## src/core/fst_params.svh

```systemverilog
`ifndef FST_PARAMS_SVH
`define FST_PARAMS_SVH

// Wishbone register byte offsets
`define FST_OFF_CTRL      8'h00
`define FST_OFF_ALLOC     8'h04
`define FST_OFF_ESTOP_TRQ 8'h08
`define FST_OFF_DECEL     8'h0C
`define FST_OFF_STATUS    8'h10
`define FST_OFF_SETUP     8'h14
`define FST_OFF_SPEED     8'h18
`define FST_OFF_TORQUE    8'h1C

// Control register fields
`define FST_CTRL_SRV_ON   0
`define FST_CTRL_TRQ_MODE 1
`define FST_CTRL_SOFF_COAST 2

// Setup register fields (latched at power-up)
`define FST_SETUP_METHOD_LSB 0
`define FST_SETUP_ENC_LSB    4

// Status register fields
`define FST_ST_FSTOP     0
`define FST_ST_TLIM      1
`define FST_ST_DBRAKE    2
`define FST_ST_COAST     3
`define FST_ST_DECEL     4
`define FST_ST_ENC_LSB   8
`define FST_ST_BB        5

// Reset values, limits and ramp scale
`define FST_ESTOP_TRQ_RST 10'd800
`define FST_ESTOP_TRQ_MAX 10'd800
`define FST_DECEL_RST     14'd0
`define FST_DECEL_MAX     14'd10000
`define FST_METHOD_RST    3'd1
`define FST_ENC_RST       2'd0
`define FST_MOTOR_MAX_TRQ 10'd300
`define FST_TOP_SPEED     16'd6000

// Timing: one decel time unit is 1 ms at 100 MHz
`define FST_CLK_MHZ      100
`define FST_DECEL_UNIT_US 1000
`define FST_MS_CYCLES    (`FST_CLK_MHZ * `FST_DECEL_UNIT_US)

`endif

```

## src/core/fst_pkg.sv

```systemverilog
package fst_pkg;
    typedef enum logic [1:0] {
        FST_ENC_AS_BUILT,
        FST_ENC_INCREMENTAL,
        FST_ENC_SINGLE_TURN
    } fst_enc_t;
    typedef enum {
        FST_RUN,
        FST_STOP_BRAKE,
        FST_STOP_TORQUE,
        FST_STOP_RAMP,
        FST_STOPPED
    } fst_state_t;
endpackage

```

## src/core/fst_drive.sv

```systemverilog
`include "fst_params.svh"

// Contract
// - Torque-limit-active is closed while the output torque is clamped.
// - Torque-limit-active reaches its terminal only once allocated.
// - Encoder usage digit after power-up: 0 as built, 1 incremental, 2 one-turn.
// - Forced-stop input closed lets the drive run; open makes it stop.
// - The forced-stop input acts only once allocated to a terminal.
// - A forced-stop indication is shown while the forced stop is active.
// - Method 0 stops by dynamic brake or coasting per servo-off setting.
// - Method 1 decelerates at stop torque, then the servo-off stop state.
// - Method 2 decelerates at stop torque, then coasts.
// - Method 3 ramps over the decel time, then the servo-off stop state.
// - Method 4 ramps over the decel time, then coasts.
// - In torque control mode no decelerating stop is used.
// - Stop torque is 0 to 800 percent, default 800, capped at motor max.
// - A decel time of zero gives an immediate zero-speed stop.
// - Decel time 0 to 10000 ms spans top speed to standstill, fixed slope.
// - Servo-on while input open keeps the stop latched until servo-off; in method 0 or torque mode servo-off never clears it.
module fst_drive
    import fst_pkg::*;
(
    input wire logic clk_i,
    input wire logic rst_i,
    input wire logic [7:0] wb_adr_i,
    input wire logic [31:0] wb_dat_i,
    output logic [31:0] wb_dat_o,
    input wire logic wb_we_i,
    input wire logic [3:0] wb_sel_i,
    input wire logic wb_cyc_i,
    input wire logic wb_stb_i,
    output logic wb_ack_o,
    input wire logic forced_stop_in_i,
    input wire logic torque_clamped_i,
    input wire logic [15:0] speed_i,
    input wire logic [7:0] setup_strap_i,
    output logic torque_limit_active_out_o,
    output logic forced_stop_display_o,
    output logic dynamic_brake_o,
    output logic coast_o,
    output logic [9:0] stop_torque_limit_o,
    output logic [15:0] speed_ref_o,
    output logic stop_ref_valid_o
);

    ////////////////////////////////////////////////////////////////////
    logic fs_sync;
    logic srv_on_r;
    logic trq_mode_r;
    logic soff_coast_r;
    logic out_alloc_r;
    logic fs_alloc_r;
    logic [9:0] estop_trq_r;
    logic [13:0] decel_r;
    logic [2:0] method_r;
    fst_enc_t enc_r;
    logic setup_done_r;
    logic latched_r;
    logic bb_r;
    fst_state_t state_r;
    fst_state_t state_nxt;
    logic [16:0] ms_cnt_r;
    logic [31:0] step_acc_r;
    logic [15:0] speed_ref_r;
    logic fs_open;
    logic stop_req;
    logic wb_hit;
    logic [31:0] rd_data;

    fst_sync u_sync (
        .clk_i(clk_i),
        .rst_i(rst_i),
        .d_i(forced_stop_in_i),
        .q_o(fs_sync)
    );

    // Unallocated input reads as closed so the drive runs normally
    assign fs_open = fs_alloc_r & ~fs_sync;
    assign stop_req = fs_open | latched_r;

    ////////////////////////////////////////////////////////////////////
    // Wishbone slave: one wait state, ack drops the cycle after
    assign wb_hit = wb_cyc_i & wb_stb_i & ~wb_ack_o;

    always_ff @(posedge clk_i) begin
        if (rst_i) begin
            wb_ack_o <= 1'b0;
        end else begin
            wb_ack_o <= wb_hit;
        end
    end

    always_ff @(posedge clk_i) begin
        if (rst_i) begin
            srv_on_r <= 1'b0;
            trq_mode_r <= 1'b0;
            soff_coast_r <= 1'b0;
            out_alloc_r <= 1'b0;
            fs_alloc_r <= 1'b0;
            estop_trq_r <= `FST_ESTOP_TRQ_RST;
            decel_r <= `FST_DECEL_RST;
        end else if (wb_hit && wb_we_i && wb_sel_i[0]) begin
            case (wb_adr_i)
                `FST_OFF_CTRL: begin
                    srv_on_r <= wb_dat_i[`FST_CTRL_SRV_ON];
                    trq_mode_r <= wb_dat_i[`FST_CTRL_TRQ_MODE];
                    soff_coast_r <= wb_dat_i[`FST_CTRL_SOFF_COAST];
                end
                `FST_OFF_ALLOC: begin
                    out_alloc_r <= wb_dat_i[0];
                    fs_alloc_r <= wb_dat_i[4];
                end
                `FST_OFF_ESTOP_TRQ: begin
                    if (wb_sel_i[1]) begin
                        // Out-of-range writes saturate at the top
                        if (wb_dat_i[9:0] > `FST_ESTOP_TRQ_MAX) begin
                            estop_trq_r <= `FST_ESTOP_TRQ_MAX;
                        end else begin
                            estop_trq_r <= wb_dat_i[9:0];
                        end
                    end
                end
                `FST_OFF_DECEL: begin
                    if (wb_sel_i[1]) begin
                        if (wb_dat_i[13:0] > `FST_DECEL_MAX) begin
                            decel_r <= `FST_DECEL_MAX;
                        end else begin
                            decel_r <= wb_dat_i[13:0];
                        end
                    end
                end
                default: begin
                end
            endcase
        end
    end

    always_comb begin
        rd_data = 32'h0000_0000;
        case (wb_adr_i)
            `FST_OFF_CTRL: begin
                rd_data[`FST_CTRL_SRV_ON] = srv_on_r;
                rd_data[`FST_CTRL_TRQ_MODE] = trq_mode_r;
                rd_data[`FST_CTRL_SOFF_COAST] = soff_coast_r;
            end
            `FST_OFF_ALLOC: begin
                rd_data[0] = out_alloc_r;
                rd_data[4] = fs_alloc_r;
            end
            `FST_OFF_ESTOP_TRQ: rd_data[9:0] = estop_trq_r;
            `FST_OFF_DECEL: rd_data[13:0] = decel_r;
            `FST_OFF_STATUS: begin
                rd_data[`FST_ST_FSTOP] = forced_stop_display_o;
                rd_data[`FST_ST_TLIM] = torque_limit_active_out_o;
                rd_data[`FST_ST_DBRAKE] = dynamic_brake_o;
                rd_data[`FST_ST_COAST] = coast_o;
                rd_data[`FST_ST_DECEL] = stop_ref_valid_o;
                rd_data[`FST_ST_BB] = bb_r;
                rd_data[`FST_ST_ENC_LSB +: 2] = enc_r;
            end
            `FST_OFF_SETUP: begin
                rd_data[`FST_SETUP_METHOD_LSB +: 3] = method_r;
                rd_data[`FST_SETUP_ENC_LSB +: 2] = enc_r;
            end
            `FST_OFF_SPEED: rd_data[15:0] = speed_ref_r;
            `FST_OFF_TORQUE: rd_data[9:0] = stop_torque_limit_o;
            default: rd_data = 32'h0000_0000;
        endcase
    end

    always_ff @(posedge clk_i) begin
        if (rst_i) begin
            wb_dat_o <= 32'h0000_0000;
        end else if (wb_hit && !wb_we_i) begin
            wb_dat_o <= rd_data;
        end
    end

    ////////////////////////////////////////////////////////////////////
    // Setup digits take effect only after a restart, so they are caught
    // once after reset release and never follow the strap afterwards
    always_ff @(posedge clk_i) begin
        if (rst_i) begin
            setup_done_r <= 1'b0;
            method_r <= `FST_METHOD_RST;
            enc_r <= FST_ENC_AS_BUILT;
        end else if (!setup_done_r) begin
            setup_done_r <= 1'b1;
            if (setup_strap_i[2:0] > 3'd4) begin
                method_r <= `FST_METHOD_RST;
            end else begin
                method_r <= setup_strap_i[2:0];
            end
            case (setup_strap_i[5:4])
                2'h1: enc_r <= FST_ENC_INCREMENTAL;
                2'h2: enc_r <= FST_ENC_SINGLE_TURN;
                default: enc_r <= FST_ENC_AS_BUILT;
            endcase
        end
    end

    ////////////////////////////////////////////////////////////////////
    // Stop latch: servo-on while open sticks; only servo-off in RUN or STOPPED clears it
    always_ff @(posedge clk_i) begin
        if (rst_i) begin
            latched_r <= 1'b0;
        end else if (srv_on_r && fs_open) begin
            latched_r <= 1'b1;
        end else if (!srv_on_r && bb_r) begin
            latched_r <= 1'b0;
        end
    end

    always_ff @(posedge clk_i) begin
        if (rst_i) begin
            bb_r <= 1'b1;
        end else begin
            bb_r <= !srv_on_r && (state_r == FST_RUN
                    || state_r == FST_STOPPED);
        end
    end

    ////////////////////////////////////////////////////////////////////
    always_comb begin
        state_nxt = state_r;
        case (state_r)
            FST_RUN: begin
                if (stop_req) begin
                    if (trq_mode_r || method_r == 3'd0) begin
                        state_nxt = FST_STOP_BRAKE;
                    end else if (method_r <= 3'd2) begin
                        state_nxt = FST_STOP_TORQUE;
                    end else if (decel_r == 14'd0) begin
                        state_nxt = FST_STOPPED;
                    end else begin
                        state_nxt = FST_STOP_RAMP;
                    end
                end
            end
            FST_STOP_TORQUE: begin
                if (speed_i == 16'h0000) begin
                    state_nxt = FST_STOPPED;
                end
            end
            FST_STOP_RAMP: begin
                if (speed_ref_r == 16'h0000) begin
                    state_nxt = FST_STOPPED;
                end
            end
            FST_STOP_BRAKE, FST_STOPPED: begin
                if (!stop_req) begin
                    state_nxt = FST_RUN;
                end
            end
            default: state_nxt = FST_RUN;
        endcase
        if (state_r != FST_RUN && state_r != FST_STOPPED
                && state_r != FST_STOP_BRAKE && !stop_req) begin
            state_nxt = FST_RUN;
        end
    end

    always_ff @(posedge clk_i) begin
        if (rst_i) begin
            state_r <= FST_RUN;
        end else begin
            state_r <= state_nxt;
        end
    end

    ////////////////////////////////////////////////////////////////////
    // Ramp: slope fixed as top speed per decel time; the accumulator
    // adds top speed each ms, then pays out one speed unit per clock for
    // every whole decel time it holds, so steep ramps still keep pace
    always_ff @(posedge clk_i) begin
        if (rst_i) begin
            ms_cnt_r <= 17'd0;
            step_acc_r <= 32'h0000_0000;
            speed_ref_r <= 16'h0000;
        end else if (state_r != FST_STOP_RAMP) begin
            ms_cnt_r <= 17'd0;
            step_acc_r <= 32'h0000_0000;
            speed_ref_r <= speed_i;
        end else if (ms_cnt_r == 17'(`FST_MS_CYCLES - 1)) begin
            ms_cnt_r <= 17'd0;
            step_acc_r <= step_acc_r + 32'(`FST_TOP_SPEED);
        end else begin
            ms_cnt_r <= ms_cnt_r + 17'd1;
            if (decel_r != 14'd0 && step_acc_r >= 32'(decel_r)) begin
                // Whole steps only; the remainder carries over
                step_acc_r <= step_acc_r - 32'(decel_r);
                if (speed_ref_r == 16'h0000) begin
                    speed_ref_r <= 16'h0000;
                end else begin
                    speed_ref_r <= speed_ref_r - 16'h0001;
                end
            end
        end
    end

    ////////////////////////////////////////////////////////////////////
    always_ff @(posedge clk_i) begin
        if (rst_i) begin
            torque_limit_active_out_o <= 1'b0;
            forced_stop_display_o <= 1'b0;
            dynamic_brake_o <= 1'b0;
            coast_o <= 1'b0;
            stop_torque_limit_o <= `FST_MOTOR_MAX_TRQ;
            speed_ref_o <= 16'h0000;
            stop_ref_valid_o <= 1'b0;
        end else begin
            torque_limit_active_out_o <= out_alloc_r
                    & torque_clamped_i;
            forced_stop_display_o <= stop_req
                    || state_r != FST_RUN;
            dynamic_brake_o <= (state_r == FST_STOP_BRAKE
                    || state_r == FST_STOPPED) && !soff_coast_r
                    && !(state_r == FST_STOPPED
                    && (method_r == 3'd2 || method_r == 3'd4));
            coast_o <= (state_r == FST_STOP_BRAKE
                    || state_r == FST_STOPPED) && (soff_coast_r
                    || (state_r == FST_STOPPED && (method_r == 3'd2
                    || method_r == 3'd4)));
            if (estop_trq_r > `FST_MOTOR_MAX_TRQ) begin
                stop_torque_limit_o <= `FST_MOTOR_MAX_TRQ;
            end else begin
                stop_torque_limit_o <= estop_trq_r;
            end
            speed_ref_o <= speed_ref_r;
            stop_ref_valid_o <= (state_r == FST_STOP_RAMP);
        end
    end
endmodule

```

## src/core/fst_sync.sv

```systemverilog
// Three-stage synchroniser; a change is accepted once stages two and three agree
module fst_sync (
    input wire logic clk_i,
    input wire logic rst_i,
    input wire logic d_i,
    output logic q_o
);
    logic s1_r;
    logic s2_r;
    logic s3_r;

    always_ff @(posedge clk_i) begin
        if (rst_i) begin
            s1_r <= 1'b0;
            s2_r <= 1'b0;
            s3_r <= 1'b0;
        end else begin
            s1_r <= d_i;
            s2_r <= s1_r;
            s3_r <= s2_r;
        end
    end

    always_ff @(posedge clk_i) begin
        if (rst_i) begin
            q_o <= 1'b0;
        end else if (s2_r == s3_r) begin
            q_o <= s3_r;
        end
    end
endmodule

```

## config.mk

```make
export PLATFORM = sky130hd
export DESIGN_NAME = fst_drive
export DESIGN_NICKNAME = d
export VERILOG_FILES = /design/src/core/fst_pkg.sv /design/src/core/fst_drive.sv /design/src/core/fst_sync.sv
export VERILOG_INCLUDE_DIRS = /design/src /design/src/core
export SDC_FILE = /design/constraint.sdc
export NUM_CORES = 1
export LEC_CHECK = 0
export ABC_AREA = 0
export BUFFER_PORTS_ARGS = -buffer_cell sky130_fd_sc_hd__buf_2
export CAP_MARGIN = 20
export CORE_ASPECT_RATIO = 0.6
export CORE_MARGIN = 4
export CORE_UTILIZATION = 60
export CTS_BUF_LIST = sky130_fd_sc_hd__clkbuf_8
export DETAILED_ROUTE_END_ITERATION = 12
export PLACE_DENSITY_LB_ADDON = 0.25
export SKIP_CTS_REPAIR_TIMING = 1
export SLEW_MARGIN = 20
export SYNTH_ARGS = -nofsm -noshare
export SYNTH_HDL_FRONTEND = slang
export SYNTH_SLANG_ARGS = --single-unit
```

## constraint.sdc

```tcl
create_clock -name clk_i -period 5.2 [get_ports clk_i]
set_input_delay 0.78 -clock clk_i [delete_from_list [all_inputs] [get_ports clk_i]]
set_output_delay 0.78 -clock clk_i [all_outputs]
set_load 0.02 [all_outputs]
```

==> summary.txt, run 1 <==
Outcome
  – Run status: completed

STA
  – Hold_ws: approximately 450 ps
  – Finish-stage setup viols: 0
  – Post-route clock skew: roughly 20 ps
  – Time the worst path needs with I/O delays and setup: between 3000 and 4000 ps
  – Max Freq: between 200 and 300 MHz
  – Number of max-slew violations in the final report: 0
  – Sum of negative setup slack: 0 ps
  – Final period utilization: 0.718
  – Unrepaired setup endpoints after global routing: no
  – Count of final hold-check violations: 0
  – Worst relative slew slack: 0.330
  – Slew @ Worst Pin: 1000 ps

Placement
  – Half-perimeter wire length after detailed placement: about 18 mm
  – Routability-driven placement congestion ratio: between 0.9 and 1
  – Cell Count Post-Placement: 1241
  – Quantity of I/O buffers inserted on ports: 99

Clocking
  – Clock-pin transition on the worst setup and hold timing paths: 90 ps
  – Clock root buffer: sky130_fd_sc_hd__clkbuf_8
  – Maximum clock path buffer count: 2
  – Clock latency reported for the late side of the worst-skew pair: 470 ps
  – TritonCTS clock tree: built
  – Maximum level of the CTS H-tree: 4
  – Clock Sink Count: around 160
  – Number of buffers inserted during clock tree synthesis: 17

Floorplanning
  – Die height: 99.2 um
  – Starting density of the core: 0.611
  – Row cnt: 33
  – Width of the chip: approximately 160 um
  – Ports placed on the boundary: 139
  – CORE AREA: 13600 sq um
  – Total die area: 15900 sq um

Synth
  – Cell types with the highest counts after synthesis: sky130_fd_sc_hd__dfxtp_1 (157), sky130_fd_sc_hd__nor2_1 (113), sky130_fd_sc_hd__nand2_1 (91)
  – Yosys cell types: 77
  – Async set or reset register ratio after synthesis: 0
  – Post-synthesis instance area: approximately 8300 sq um
  – Portion of the post-synthesis area used by sequential elements: 0.378
  – Portion of synthesized cell area occupied by the leading cell type: 0.378
  – Mean cell area of the mapped netlist: 8.19 sq um
  – Largest cells by area after synthesis: sky130_fd_sc_hd__dfxtp_1 (38%), sky130_fd_sc_hd__a21oi_1 (5.1%), sky130_fd_sc_hd__nor2_1 (5.1%)
  – Cell accounting for the most synthesized area: sky130_fd_sc_hd__dfxtp_1
  – Yosys reg bits: approximately 160
  – Main flop type after synthesis: sky130_fd_sc_hd__dfxtp_1
  – EDFF count, synth: 0
  – Most frequent cell after synthesis: sky130_fd_sc_hd__dfxtp_1
  – Yosys warning count: 0
  – Synthesized instance count: just over 1000

Detailed routing
  – Number of design-rule violations left by the first detailed-router iteration: 1024
  – Number of vias per cell after detailed routing: around 6.3
  – Detailed-route DRC error count: 0
  – DR pass1 iterations: 5
  – Overall via count from detail_route: 8002
  – Sum of routed wire length over all layers: 24.0 mm
  – Antenna-violating nets left: 0
  – Wirelength per Cell: roughly 19 um

Pwr
  – Final Power: between 2 and 2.5 mW
  – Leakage dissipation: approximately 3.6 nW
  – Power per unit of standard cell area: roughly 260 nW/um^2
  – Worst vdd ir: 139 uV

Final layout
  – Post-route insts no fill: 1273
  – Number of diodes: 0
  – Post-synthesis to final-layout area growth: 10.2%
  – Final core area utilization: 0.673
  – Fraction of final layout cells sized beyond drive strength 1: 0.147
  – Net count reported at finish: approximately 1200

Hold path
  – Path category of the worst min-delay check: flip-flop to flip-flop
  – Hold Path Depth: 2
  – Critical hold path startpoint: wb_dat_o[14]
  – End point of the worst hold path: wb_dat_o[14]

Setup path
  – CP Data Required Time: ~5600 ps
  – Crit Path Category: flip-flop to flip-flop
  – Arrival time reported for the critical path endpoint: 4110 ps
  – Worst R2R End: step_acc_r[6]
  – Setup slack of the worst register-to-register path: roughly 1500 ps
  – Worst reg2reg startpoint: decel_r[0]
  – Type of destination of the critical path: flip-flop
  – Maximum fanout encountered on the critical timing path: 11
  – Setup crit start kind: flip-flop
  – Worst-case reg-to-reg path depth: 10

GRT
  – Antenna violations before repair: 0
  – Vias in the first global route: between 7000 and 8000
  – Remaining global-route overflow: 0
  – Wire length of the first global-routing pass: around 38 mm
  – Aggregate global-route resource usage: 0.299
  – Largest net degree at the start of global routing: 85

Job
  – Count of maximum capacitance violations: 0
==> flip-flops by register name, summed over array words and instances (netlist names), 2 cells and up <==
signal and count:
wb_dat_o 16, estop_trq_r 10, stop_torque_limit_o 10, state_r 3, speed_ref_r 16, enc_r 2
ms_cnt_r 17, step_acc_r 32, decel_r 14, method_r 3, speed_ref_o 16
==> stage by stage <==
stage,setup slack (ps),instance area [sq um]
after global routing,1250,9170
after floorplan,2380,8390
final,1470,9170
after CTS,1550,9170
after detailed placement,1590,8770
after global placement,1640,8770
==> logic make-up after synthesis <==
logic type / count (synthesis) / share of synthesized area
xor+xnor: 32 / 0.0337
simple gates: 427 / 0.261
compound gates: 251 / 0.197
mux: 27 / 0.0433
buf+inv: 103 / 0.0586
flops: 157 / 0.378
other cells: 1 / 0.000450
fa+ha+maj: 18 / 0.0280
==> power breakdown <==
part | switching, mW | leakage, nW | internal (mW) | total [mW]
sequential | 0.0231 | 1.27 | 1.22 | 1.24
clock | 0.516 | 0.199 | 0.442 | 0.958
combinational | 0.0908 | 2.15 | 0.0515 | 0.142
total | 0.630 | 3.63 | 1.71 | 2.34
==> critical path, cell delays in order, from the launching register on <==
cell and delay, ps:
sky130_fd_sc_hd__dfxtp_1 430, sky130_fd_sc_hd__ha_1 190, sky130_fd_sc_hd__inv_1 50, sky130_fd_sc_hd__fa_1 420, sky130_fd_sc_hd__a21oi_1 230, sky130_fd_sc_hd__o21ai_0 260
sky130_fd_sc_hd__a221o_1 530, sky130_fd_sc_hd__o31a_1 400, sky130_fd_sc_hd__nor2_1 740, sky130_fd_sc_hd__o21ai_0 210, sky130_fd_sc_hd__a21oi_1 200
==> metal layers <==
layer	routed length [um]	GRT usage	vias up	part of all wire
met5	0	0	-	0
met4	295	0.0648	0	0.012
met3	3120	0.103	29	0.13
met2	9300	0.399	437	0.39
met1	11300	0.460	3746	0.47
li1	-	-	3790	-
==> final cells by class <==
cell class | instances | area, sq um
clock inverter | 15 | 174
timing repair buffer | 102 | 518
clock buffer | 17 | 234
inverter | 35 | 131
tap | 175 | 219
sequential | 157 | 3140
multi-input combinational | 772 | 4750
fill | 1158 | 4450
==> how the worst max path moves through the flow <==
stage / startpoint / depth (start not counted) / slack (ps) / to
after detailed placement: decel_r[0] / 10 / 1590 / step_acc_r[30]
after global routing: decel_r[0] / 10 / 1250 / step_acc_r[30]
after CTS: decel_r[0] / 10 / 1550 / step_acc_r[30]
after global placement: wb_adr_i[1] / 8 / 1640 / estop_trq_r[5]
after floorplan: decel_r[13] / 10 / 2380 / step_acc_r[17]
final: decel_r[0] / 10 / 1470 / step_acc_r[6]
==> cell usage in the layout, fill, tap and decap left out, types with 7 or more instances in the layout <==
cell	Yosys	routed
sky130_fd_sc_hd__dfxtp_1	157	157
sky130_fd_sc_hd__nor2_1	113	113
sky130_fd_sc_hd__buf_2	0	99
sky130_fd_sc_hd__nand2_1	91	91
sky130_fd_sc_hd__a21oi_1	85	85
sky130_fd_sc_hd__o21ai_0	43	43
sky130_fd_sc_hd__inv_1	35	35
sky130_fd_sc_hd__nand3_1	29	29
sky130_fd_sc_hd__nor3_1	28	28
sky130_fd_sc_hd__nor2b_1	27	27
sky130_fd_sc_hd__nand4_1	21	21
sky130_fd_sc_hd__or3_1	18	18
sky130_fd_sc_hd__mux2i_1	18	18
sky130_fd_sc_hd__a22oi_1	18	18
sky130_fd_sc_hd__xor2_1	18	18
sky130_fd_sc_hd__ha_1	17	17
sky130_fd_sc_hd__conb_1	1	17
sky130_fd_sc_hd__clkbuf_8	0	17
sky130_fd_sc_hd__and3_1	15	15
sky130_fd_sc_hd__xnor2_1	14	14
sky130_fd_sc_hd__nor4_1	13	13
sky130_fd_sc_hd__nand2b_1	13	13
sky130_fd_sc_hd__o211ai_1	13	13
sky130_fd_sc_hd__or4_1	11	11
sky130_fd_sc_hd__a21o_1	11	11
sky130_fd_sc_hd__and2_1	10	10
sky130_fd_sc_hd__a211oi_1	10	10
sky130_fd_sc_hd__nand3b_1	8	8
sky130_fd_sc_hd__a31oi_1	8	8
sky130_fd_sc_hd__o31ai_1	7	7
sky130_fd_sc_hd__nor3b_1	7	7
sky130_fd_sc_hd__o311ai_0	7	7
sky130_fd_sc_hd__mux4_2	7	7
Note: power is estimated with default switching activity, not from simulation.
==> inputs of run 2 (changes only) <==
- CORE_UTILIZATION: 60 -> 59
- clock period: 5.2 -> 3.6 ns (I/O delays scaled with it)
==> summary.txt, run 2 (synthesized netlist as in run 1, its figures left out) <==
Outcome
  – Run status: completed

Final layout
  – Commonest non-fill, non-tap cells in the layout: sky130_fd_sc_hd__dfxtp_1 (157), sky130_fd_sc_hd__nor2_1 (113), sky130_fd_sc_hd__buf_2 (99)
  – Fraction of final layout cells sized beyond drive strength 1: 0.161 (+0.0147)
  – Number of inserted filler cells in the final layout: 1186 (+2.4%)
  – Number of flip-flops in the largest register: 32 (unchanged)
  – Net count reported at finish: 1197 (+1.6%)
  – Largest registers in the final layout: step_acc_r (32), ms_cnt_r (17)
  – Post-synthesis to final-layout area growth: 12.3%
  – Most flops, register: step_acc_r
  – Final core area utilization: 0.680 (+0.00649)
  – Number of diodes: 0 (unchanged)
  – Commonest non-fill, non-tap cell in the layout: sky130_fd_sc_hd__dfxtp_1

Floorplanning
  – Starting density of the core: 0.606 (-0.00550)
  – Width of the chip: 161 um (+0.80%)
  – Die height: 100 um (+0.78%)
  – CORE AREA: 13700 sq um (+0.91%)
  – Row cnt: 33 (unchanged)
  – Total die area: 16100 sq um (+1.6%)
  – Ports placed on the boundary: 139 (unchanged)

STA
  – Finish-stage setup viols: 0 (unchanged)
  – Post-route clock skew: 21.7 ps (+2.17 ps)
  – Max Freq: 303 MHz (+13%)
  – Slew @ Worst Pin: 910 ps (-94.0 ps)
  – Unrepaired setup endpoints after global routing: no
  – Time the worst path needs with I/O delays and setup: 3300 ps (-436 ps)
  – Hold_ws: 336 ps (-113 ps)
  – Final period utilization: 0.916 (+0.198)
  – Worst relative slew slack: 0.389 (+0.0590)
  – Count of final hold-check violations: 0 (unchanged)
  – Sum of negative setup slack: 0 ps (unchanged)
  – Number of max-slew violations in the final report: 0 (unchanged)

Detailed routing
  – Number of design-rule violations left by the first detailed-router iteration: 1009 (-1.5%)
  – Overall via count from detail_route: 8163 (+2.0%)
  – Detailed-route DRC error count: 0 (unchanged)
  – Wirelength per Cell: 18.9 um (+0.27%)
  – DR pass1 iterations: 6 (+1)
  – Sum of routed wire length over all layers: 24.7 mm (+3.0%)
  – Number of vias per cell after detailed routing: 6.24 (-0.72%)
  – Antenna-violating nets left: 0 (unchanged)

Clocking
  – Clock Sink Count: 157 (unchanged)
  – Clock-pin transition on the worst setup and hold timing paths: 100 ps (about the same)
  – TritonCTS clock tree: built
  – Clock latency reported for the late side of the worst-skew pair: 450 ps (-20 ps)
  – Clock root buffer: sky130_fd_sc_hd__clkbuf_8
  – Maximum clock path buffer count: 2 (unchanged)
  – Number of buffers inserted during clock tree synthesis: 17 (unchanged)
  – Maximum level of the CTS H-tree: 4 (unchanged)

Pwr
  – Worst vdd ir: 237 uV (+70%)
  – Clock network fraction of total power: 0.414 (+0.005)
  – Switching Power: 882 uW (+40%)
  – Internal power consumption: 2.53 mW (+48%)
  – Switching Share: 0.258 (-0.0107)
  – Leakage dissipation: 3.72 nW (+2.6%)
  – Seq pwr share: 0.525 (-0.005)
  – Power per unit of standard cell area: 365 nW/um^2 (+43%)
  – Portion of total power attributed to combinational logic: 0.061 (about the same)
  – Final Power: 3.41 mW (+46%)

Job
  – Count of maximum capacitance violations: 0 (unchanged)

Setup path
  – CP Data Required Time: 3890 ps (-1690 ps)
  – Worst path most repeated cell: sky130_fd_sc_hd__a21oi_1
  – Cell-by-cell trace of the critical path: ha_1 > inv_1 > fa_1 > a21oi_1 > o21ai_0 > a221o_1 > o31a_2 > nor2_2 > a311o_1 > a21oi_1
  – Maximum fanout encountered on the critical timing path: 13 (+2)
  – Setup slack of the worst register-to-register path: 300 ps (-1160 ps)
  – Type of destination of the critical path: flip-flop
  – Setup crit start kind: flip-flop
  – Critical path's largest stage delay: 550 ps (-190 ps)
  – Worst reg2reg startpoint: decel_r[0]
  – Worst-path cell with the longest stage delay: sky130_fd_sc_hd__a221o_1
  – Crit path from: decel_r[0]
  – Arrival time reported for the critical path endpoint: 3590 ps (-520 ps)
  – Crit Path Category: flip-flop to flip-flop

Hold path
  – Critical hold path startpoint: speed_i[5]
  – Path category of the worst min-delay check: input pin to flip-flop

GRT
  – Wire length of the first global-routing pass: 39.5 mm (+3.2%)
  – Aggregate global-route resource usage: 0.305 (+0.00625)
  – Antenna violations before repair: 0 (unchanged)
  – Remaining global-route overflow: 0 (unchanged)
  – Largest net degree at the start of global routing: 76 (-11%)
  – Vias in the first global route: 7312 (+2.3%)

Placement
  – Quantity of I/O buffers inserted on ports: 99 (unchanged)
  – Half-perimeter wire length after detailed placement: 18.4 mm (+3.6%)
  – Routability-driven placement congestion ratio: 0.993 (+4.4%)
run 2: cell types whose count changed in the layout (fill, tap and decap cells not counted):
cell,previous run,this run
sky130_fd_sc_hd__o31a_2,0,1
sky130_fd_sc_hd__o31a_1,3,2
sky130_fd_sc_hd__buf_4,3,22
sky130_fd_sc_hd__inv_6,4,5
sky130_fd_sc_hd__inv_8,3,1
sky130_fd_sc_hd__clkinv_4,2,1
sky130_fd_sc_hd__bufinv_16,2,3
run 2: final cells by class:
| class | count | area, sq um | share of cell area |
|---|---|---|---|
| Multi-Input combinational cell | 772 | 4760 | 0.509 |
| Sequential cell | 157 | 3140 | 0.336 |
| Timing Repair Buffer | 121 | 661 | 0.0707 |
| Tap cell | 192 | 240 | 0.0257 |
| Clock buffer | 17 | 234 | 0.0250 |
| Clock inverter | 14 | 181 | 0.0194 |
| Inverter | 35 | 131 | 0.0141 |
run 2: stage by stage:
step / setup slack (ps) / instance area (sq um) / cells
floorplan: 780 / 8390 / 1032
global placement: 380 / 8930 / 1277
global route: 129 / 9350 / 1308
CTS: 291 / 9350 / 1308
finish: 303 / 9350 / 1308
detailed placement: 335 / 8930 / 1277
run 2: path summary, 6_finish.rpt:
check / cells past startpoint / endpoint
min reg2reg: 2 / wb_dat_o[11]
max reg2reg: 10 / speed_ref_r[10]
max: 10 / speed_ref_r[10]
min: 3 / speed_ref_r[5]
run 2: power groups by stage:
stage / Combinational, mW / Sequential (mW) / Clock (mW)
after floorplan: 0.132 / 1.83 / 0
after global placement: 0.201 / 1.83 / 0
after CTS: 0.204 / 1.79 / 1.43
final: 0.208 / 1.79 / 1.41
after global routing: 0.226 / 1.80 / 1.51
after detailed placement: 0.202 / 1.83 / 0
run 2: layer usage:
metal | GRT usage | up-vias | wire length [um]
li1 | - | 3813 | -
met1 | 0.480 | 3819 | 11600
met2 | 0.393 | 503 | 9240
met3 | 0.116 | 28 | 3680
met4 | 0.0531 | 0 | 212
met5 | 0 | - | 0
run 2: critical path, delay by kind of cell, from the launching register on:
family	cells	cell delay (ps)
AND/OR/NAND/NOR	1	320
AO/OA/AOI/OAI	6	1730
flip-flops	1	430
buffers and inverters	1	50
adder cells (fa/ha/maj)	2	600
==> inputs of run 3 (changes only) <==
- SETUP_SLACK_MARGIN: default -> 0.4
==> summary.txt, run 3 (synthesized netlist as in run 1, its figures left out) <==
Outcome
  – Run status: completed

Floorplanning
  – Width of the chip: 161 um (unchanged)
  – Starting density of the core: 0.606 (unchanged)
  – Total die area: 16100 sq um (unchanged)
  – Row cnt: 33 (unchanged)
  – Die height: 100 um (unchanged)
  – Ports placed on the boundary: 139 (unchanged)
  – CORE AREA: 13700 sq um (unchanged)

Hold path
  – Path category of the worst min-delay check: input pin to flip-flop
  – Hold Path Depth: 3 (unchanged)

Final layout
  – Area of all sequential standard cells: 3140 sq um (unchanged)
  – Post-synthesis to final-layout area growth: 12.8%
  – Final core area utilization: 0.683 (+0.00355)
  – Commonest non-fill, non-tap cells in the layout: sky130_fd_sc_hd__dfxtp_1 (157), sky130_fd_sc_hd__nor2_1 (113), sky130_fd_sc_hd__buf_2 (99)
  – Number of flip-flops in the largest register: 32 (unchanged)
  – Largest registers in the final layout: step_acc_r (32), ms_cnt_r (17)
  – Fraction of final layout cells sized beyond drive strength 1: 0.166 (+0.00433)
  – Multi-input logic area: 4800 sq um (+0.87%)
  – Net count reported at finish: 1198 (+0.084%)
  – Number of diodes: 0 (unchanged)
  – Commonest non-fill, non-tap cell in the layout: sky130_fd_sc_hd__dfxtp_1
  – Number of inserted filler cells in the final layout: 1180 (-0.51%)
  – Most flops, register: step_acc_r

GRT
  – Remaining global-route overflow: 0 (unchanged)
  – Antenna violations before repair: 0 (unchanged)
  – Largest net degree at the start of global routing: 76 (unchanged)
  – Vias in the first global route: 7312 (unchanged)
  – Wire length of the first global-routing pass: 39.5 mm (unchanged)
  – Aggregate global-route resource usage: 0.305 (unchanged)

Detailed routing
  – Number of vias per cell after detailed routing: 6.21 (-0.53%)
  – Detailed-route DRC error count: 0 (unchanged)
  – Sum of routed wire length over all layers: 24.8 mm (about the same)
  – DR pass1 iterations: 5 (-1)
  – Wirelength per Cell: 18.9 um (about the same)
  – Overall via count from detail_route: 8126 (-0.45%)
  – Antenna-violating nets left: 0 (unchanged)
  – Number of design-rule violations left by the first detailed-router iteration: 1075 (+6.5%)

Setup path
  – Maximum fanout encountered on the critical timing path: 13 (unchanged)
  – Crit Path Category: flip-flop to flip-flop
  – Worst reg2reg startpoint: decel_r[0]
  – CP Data Required Time: 3930 ps (+40 ps)
  – Worst R2R End: step_acc_r[27]
  – Worst setup path end: step_acc_r[27]
  – Type of destination of the critical path: flip-flop
  – Arrival time reported for the critical path endpoint: 3390 ps (-200 ps)
  – Setup slack of the worst register-to-register path: 540 ps (+240 ps)
  – Setup crit start kind: flip-flop
  – Crit path from: decel_r[0]
  – Worst-case reg-to-reg path depth: 10 (unchanged)

Pwr
  – Leakage dissipation: 3.73 nW (+0.31%)
  – Power per unit of standard cell area: 364 nW/um^2 (-0.43%)
  – Worst vdd ir: 237 uV (+0.11%)
  – Final Power: 3.42 mW (about the same)

Placement
  – Quantity of I/O buffers inserted on ports: 99 (unchanged)
  – Routability-driven placement congestion ratio: 0.993 (unchanged)
  – Half-perimeter wire length after detailed placement: 18.4 mm (unchanged)

STA
  – Unrepaired setup endpoints after global routing: no
  – Worst relative slew slack: 0.378 (-0.0111)
  – Slew @ Worst Pin: 927 ps (+16.6 ps)
  – Sum of negative setup slack: 0 ps (unchanged)
  – Hold_ws: 336 ps (-0.205 ps)
  – Count of final hold-check violations: 0 (unchanged)
  – Max Freq: 327 MHz (+7.7%)
  – Number of max-slew violations in the final report: 0 (unchanged)
  – Final period utilization: 0.850 (-0.0653)
  – Post-route clock skew: 25.7 ps (+3.95 ps)
  – Finish-stage setup viols: 0 (unchanged)
  – Time the worst path needs with I/O delays and setup: 3060 ps (-235 ps)

Clocking
  – Clock Sink Count: 157 (unchanged)
  – Clock root buffer: sky130_fd_sc_hd__clkbuf_8
  – Maximum level of the CTS H-tree: 4 (unchanged)
  – Number of buffers inserted during clock tree synthesis: 17 (unchanged)
  – Maximum clock path buffer count: 2 (unchanged)
  – TritonCTS clock tree: built
  – Clock-pin transition on the worst setup and hold timing paths: 100 ps (about the same)
  – Clock latency reported for the late side of the worst-skew pair: 450 ps (about the same)

Job
  – Count of maximum capacitance violations: 0 (unchanged)
==> run 3: worst min-delay path by stage <==
stage,from,endpoint,slack [ps]
6_report,speed_i[5],speed_ref_r[5],340
2_1_floorplan,ms_cnt_r[0],ms_cnt_r[0],410
4_1_cts,speed_i[5],speed_ref_r[5],310
5_1_grt,setup_strap_i[5],enc_r[1],310
3_3_place_gp,ms_cnt_r[0],ms_cnt_r[0],420
3_5_place_dp,u_sync.s1_r,u_sync.s2_r,430
==> run 3: cell type report <==
type / instances / area share
multi-input cells: 772 / 0.511
flip-flops and latches: 157 / 0.335
repair buffers: 122 / 0.0711
well taps: 192 / 0.0256
clock buffers: 17 / 0.0249
clock inverters: 14 / 0.0193
inverters: 35 / 0.0140
==> run 3: worst max-delay path, stage by stage (launching register included) <==
cell and delay, ps:
sky130_fd_sc_hd__dfxtp_1 430, sky130_fd_sc_hd__ha_1 200, sky130_fd_sc_hd__inv_1 50, sky130_fd_sc_hd__fa_1 400, sky130_fd_sc_hd__a21oi_1 210, sky130_fd_sc_hd__o21ai_1 210, sky130_fd_sc_hd__a221o_2 460, sky130_fd_sc_hd__o31a_2 450
sky130_fd_sc_hd__nor2_1 280, sky130_fd_sc_hd__a21oi_1 120, sky130_fd_sc_hd__mux2i_1 140
==> run 3: per-stage QoR <==
stage / instances / cell area (sq um) / setup WS (ps)
3_5_place_dp: 1277 / 8930 / 335
3_3_place_gp: 1277 / 8930 / 380
4_1_cts: 1308 / 9350 / 291
6_report: 1309 / 9400 / 538
5_1_grt: 1309 / 9400 / 412
2_1_floorplan: 1032 / 8390 / 780
==> run 3: report_power, final <==
| group | total (mW) | internal, mW | switching, mW |
|---|---|---|---|
| Combinational | 0.208 | 0.0760 | 0.132 |
| Clock | 1.42 | 0.698 | 0.719 |
| Sequential | 1.79 | 1.76 | 0.0344 |
| Total | 3.42 | 2.53 | 0.885 |
==> run 3: layer usage <==
| layer | track usage | vias up | wire length, um |
|---|---|---|---|
| met2 | 0.393 | 521 | 9270 |
| met4 | 0.0531 | 0 | 154 |
| met3 | 0.116 | 17 | 3740 |
| met1 | 0.480 | 3756 | 11600 |
| li1 | - | 3832 | - |
| met5 | 0 | - | 0 |
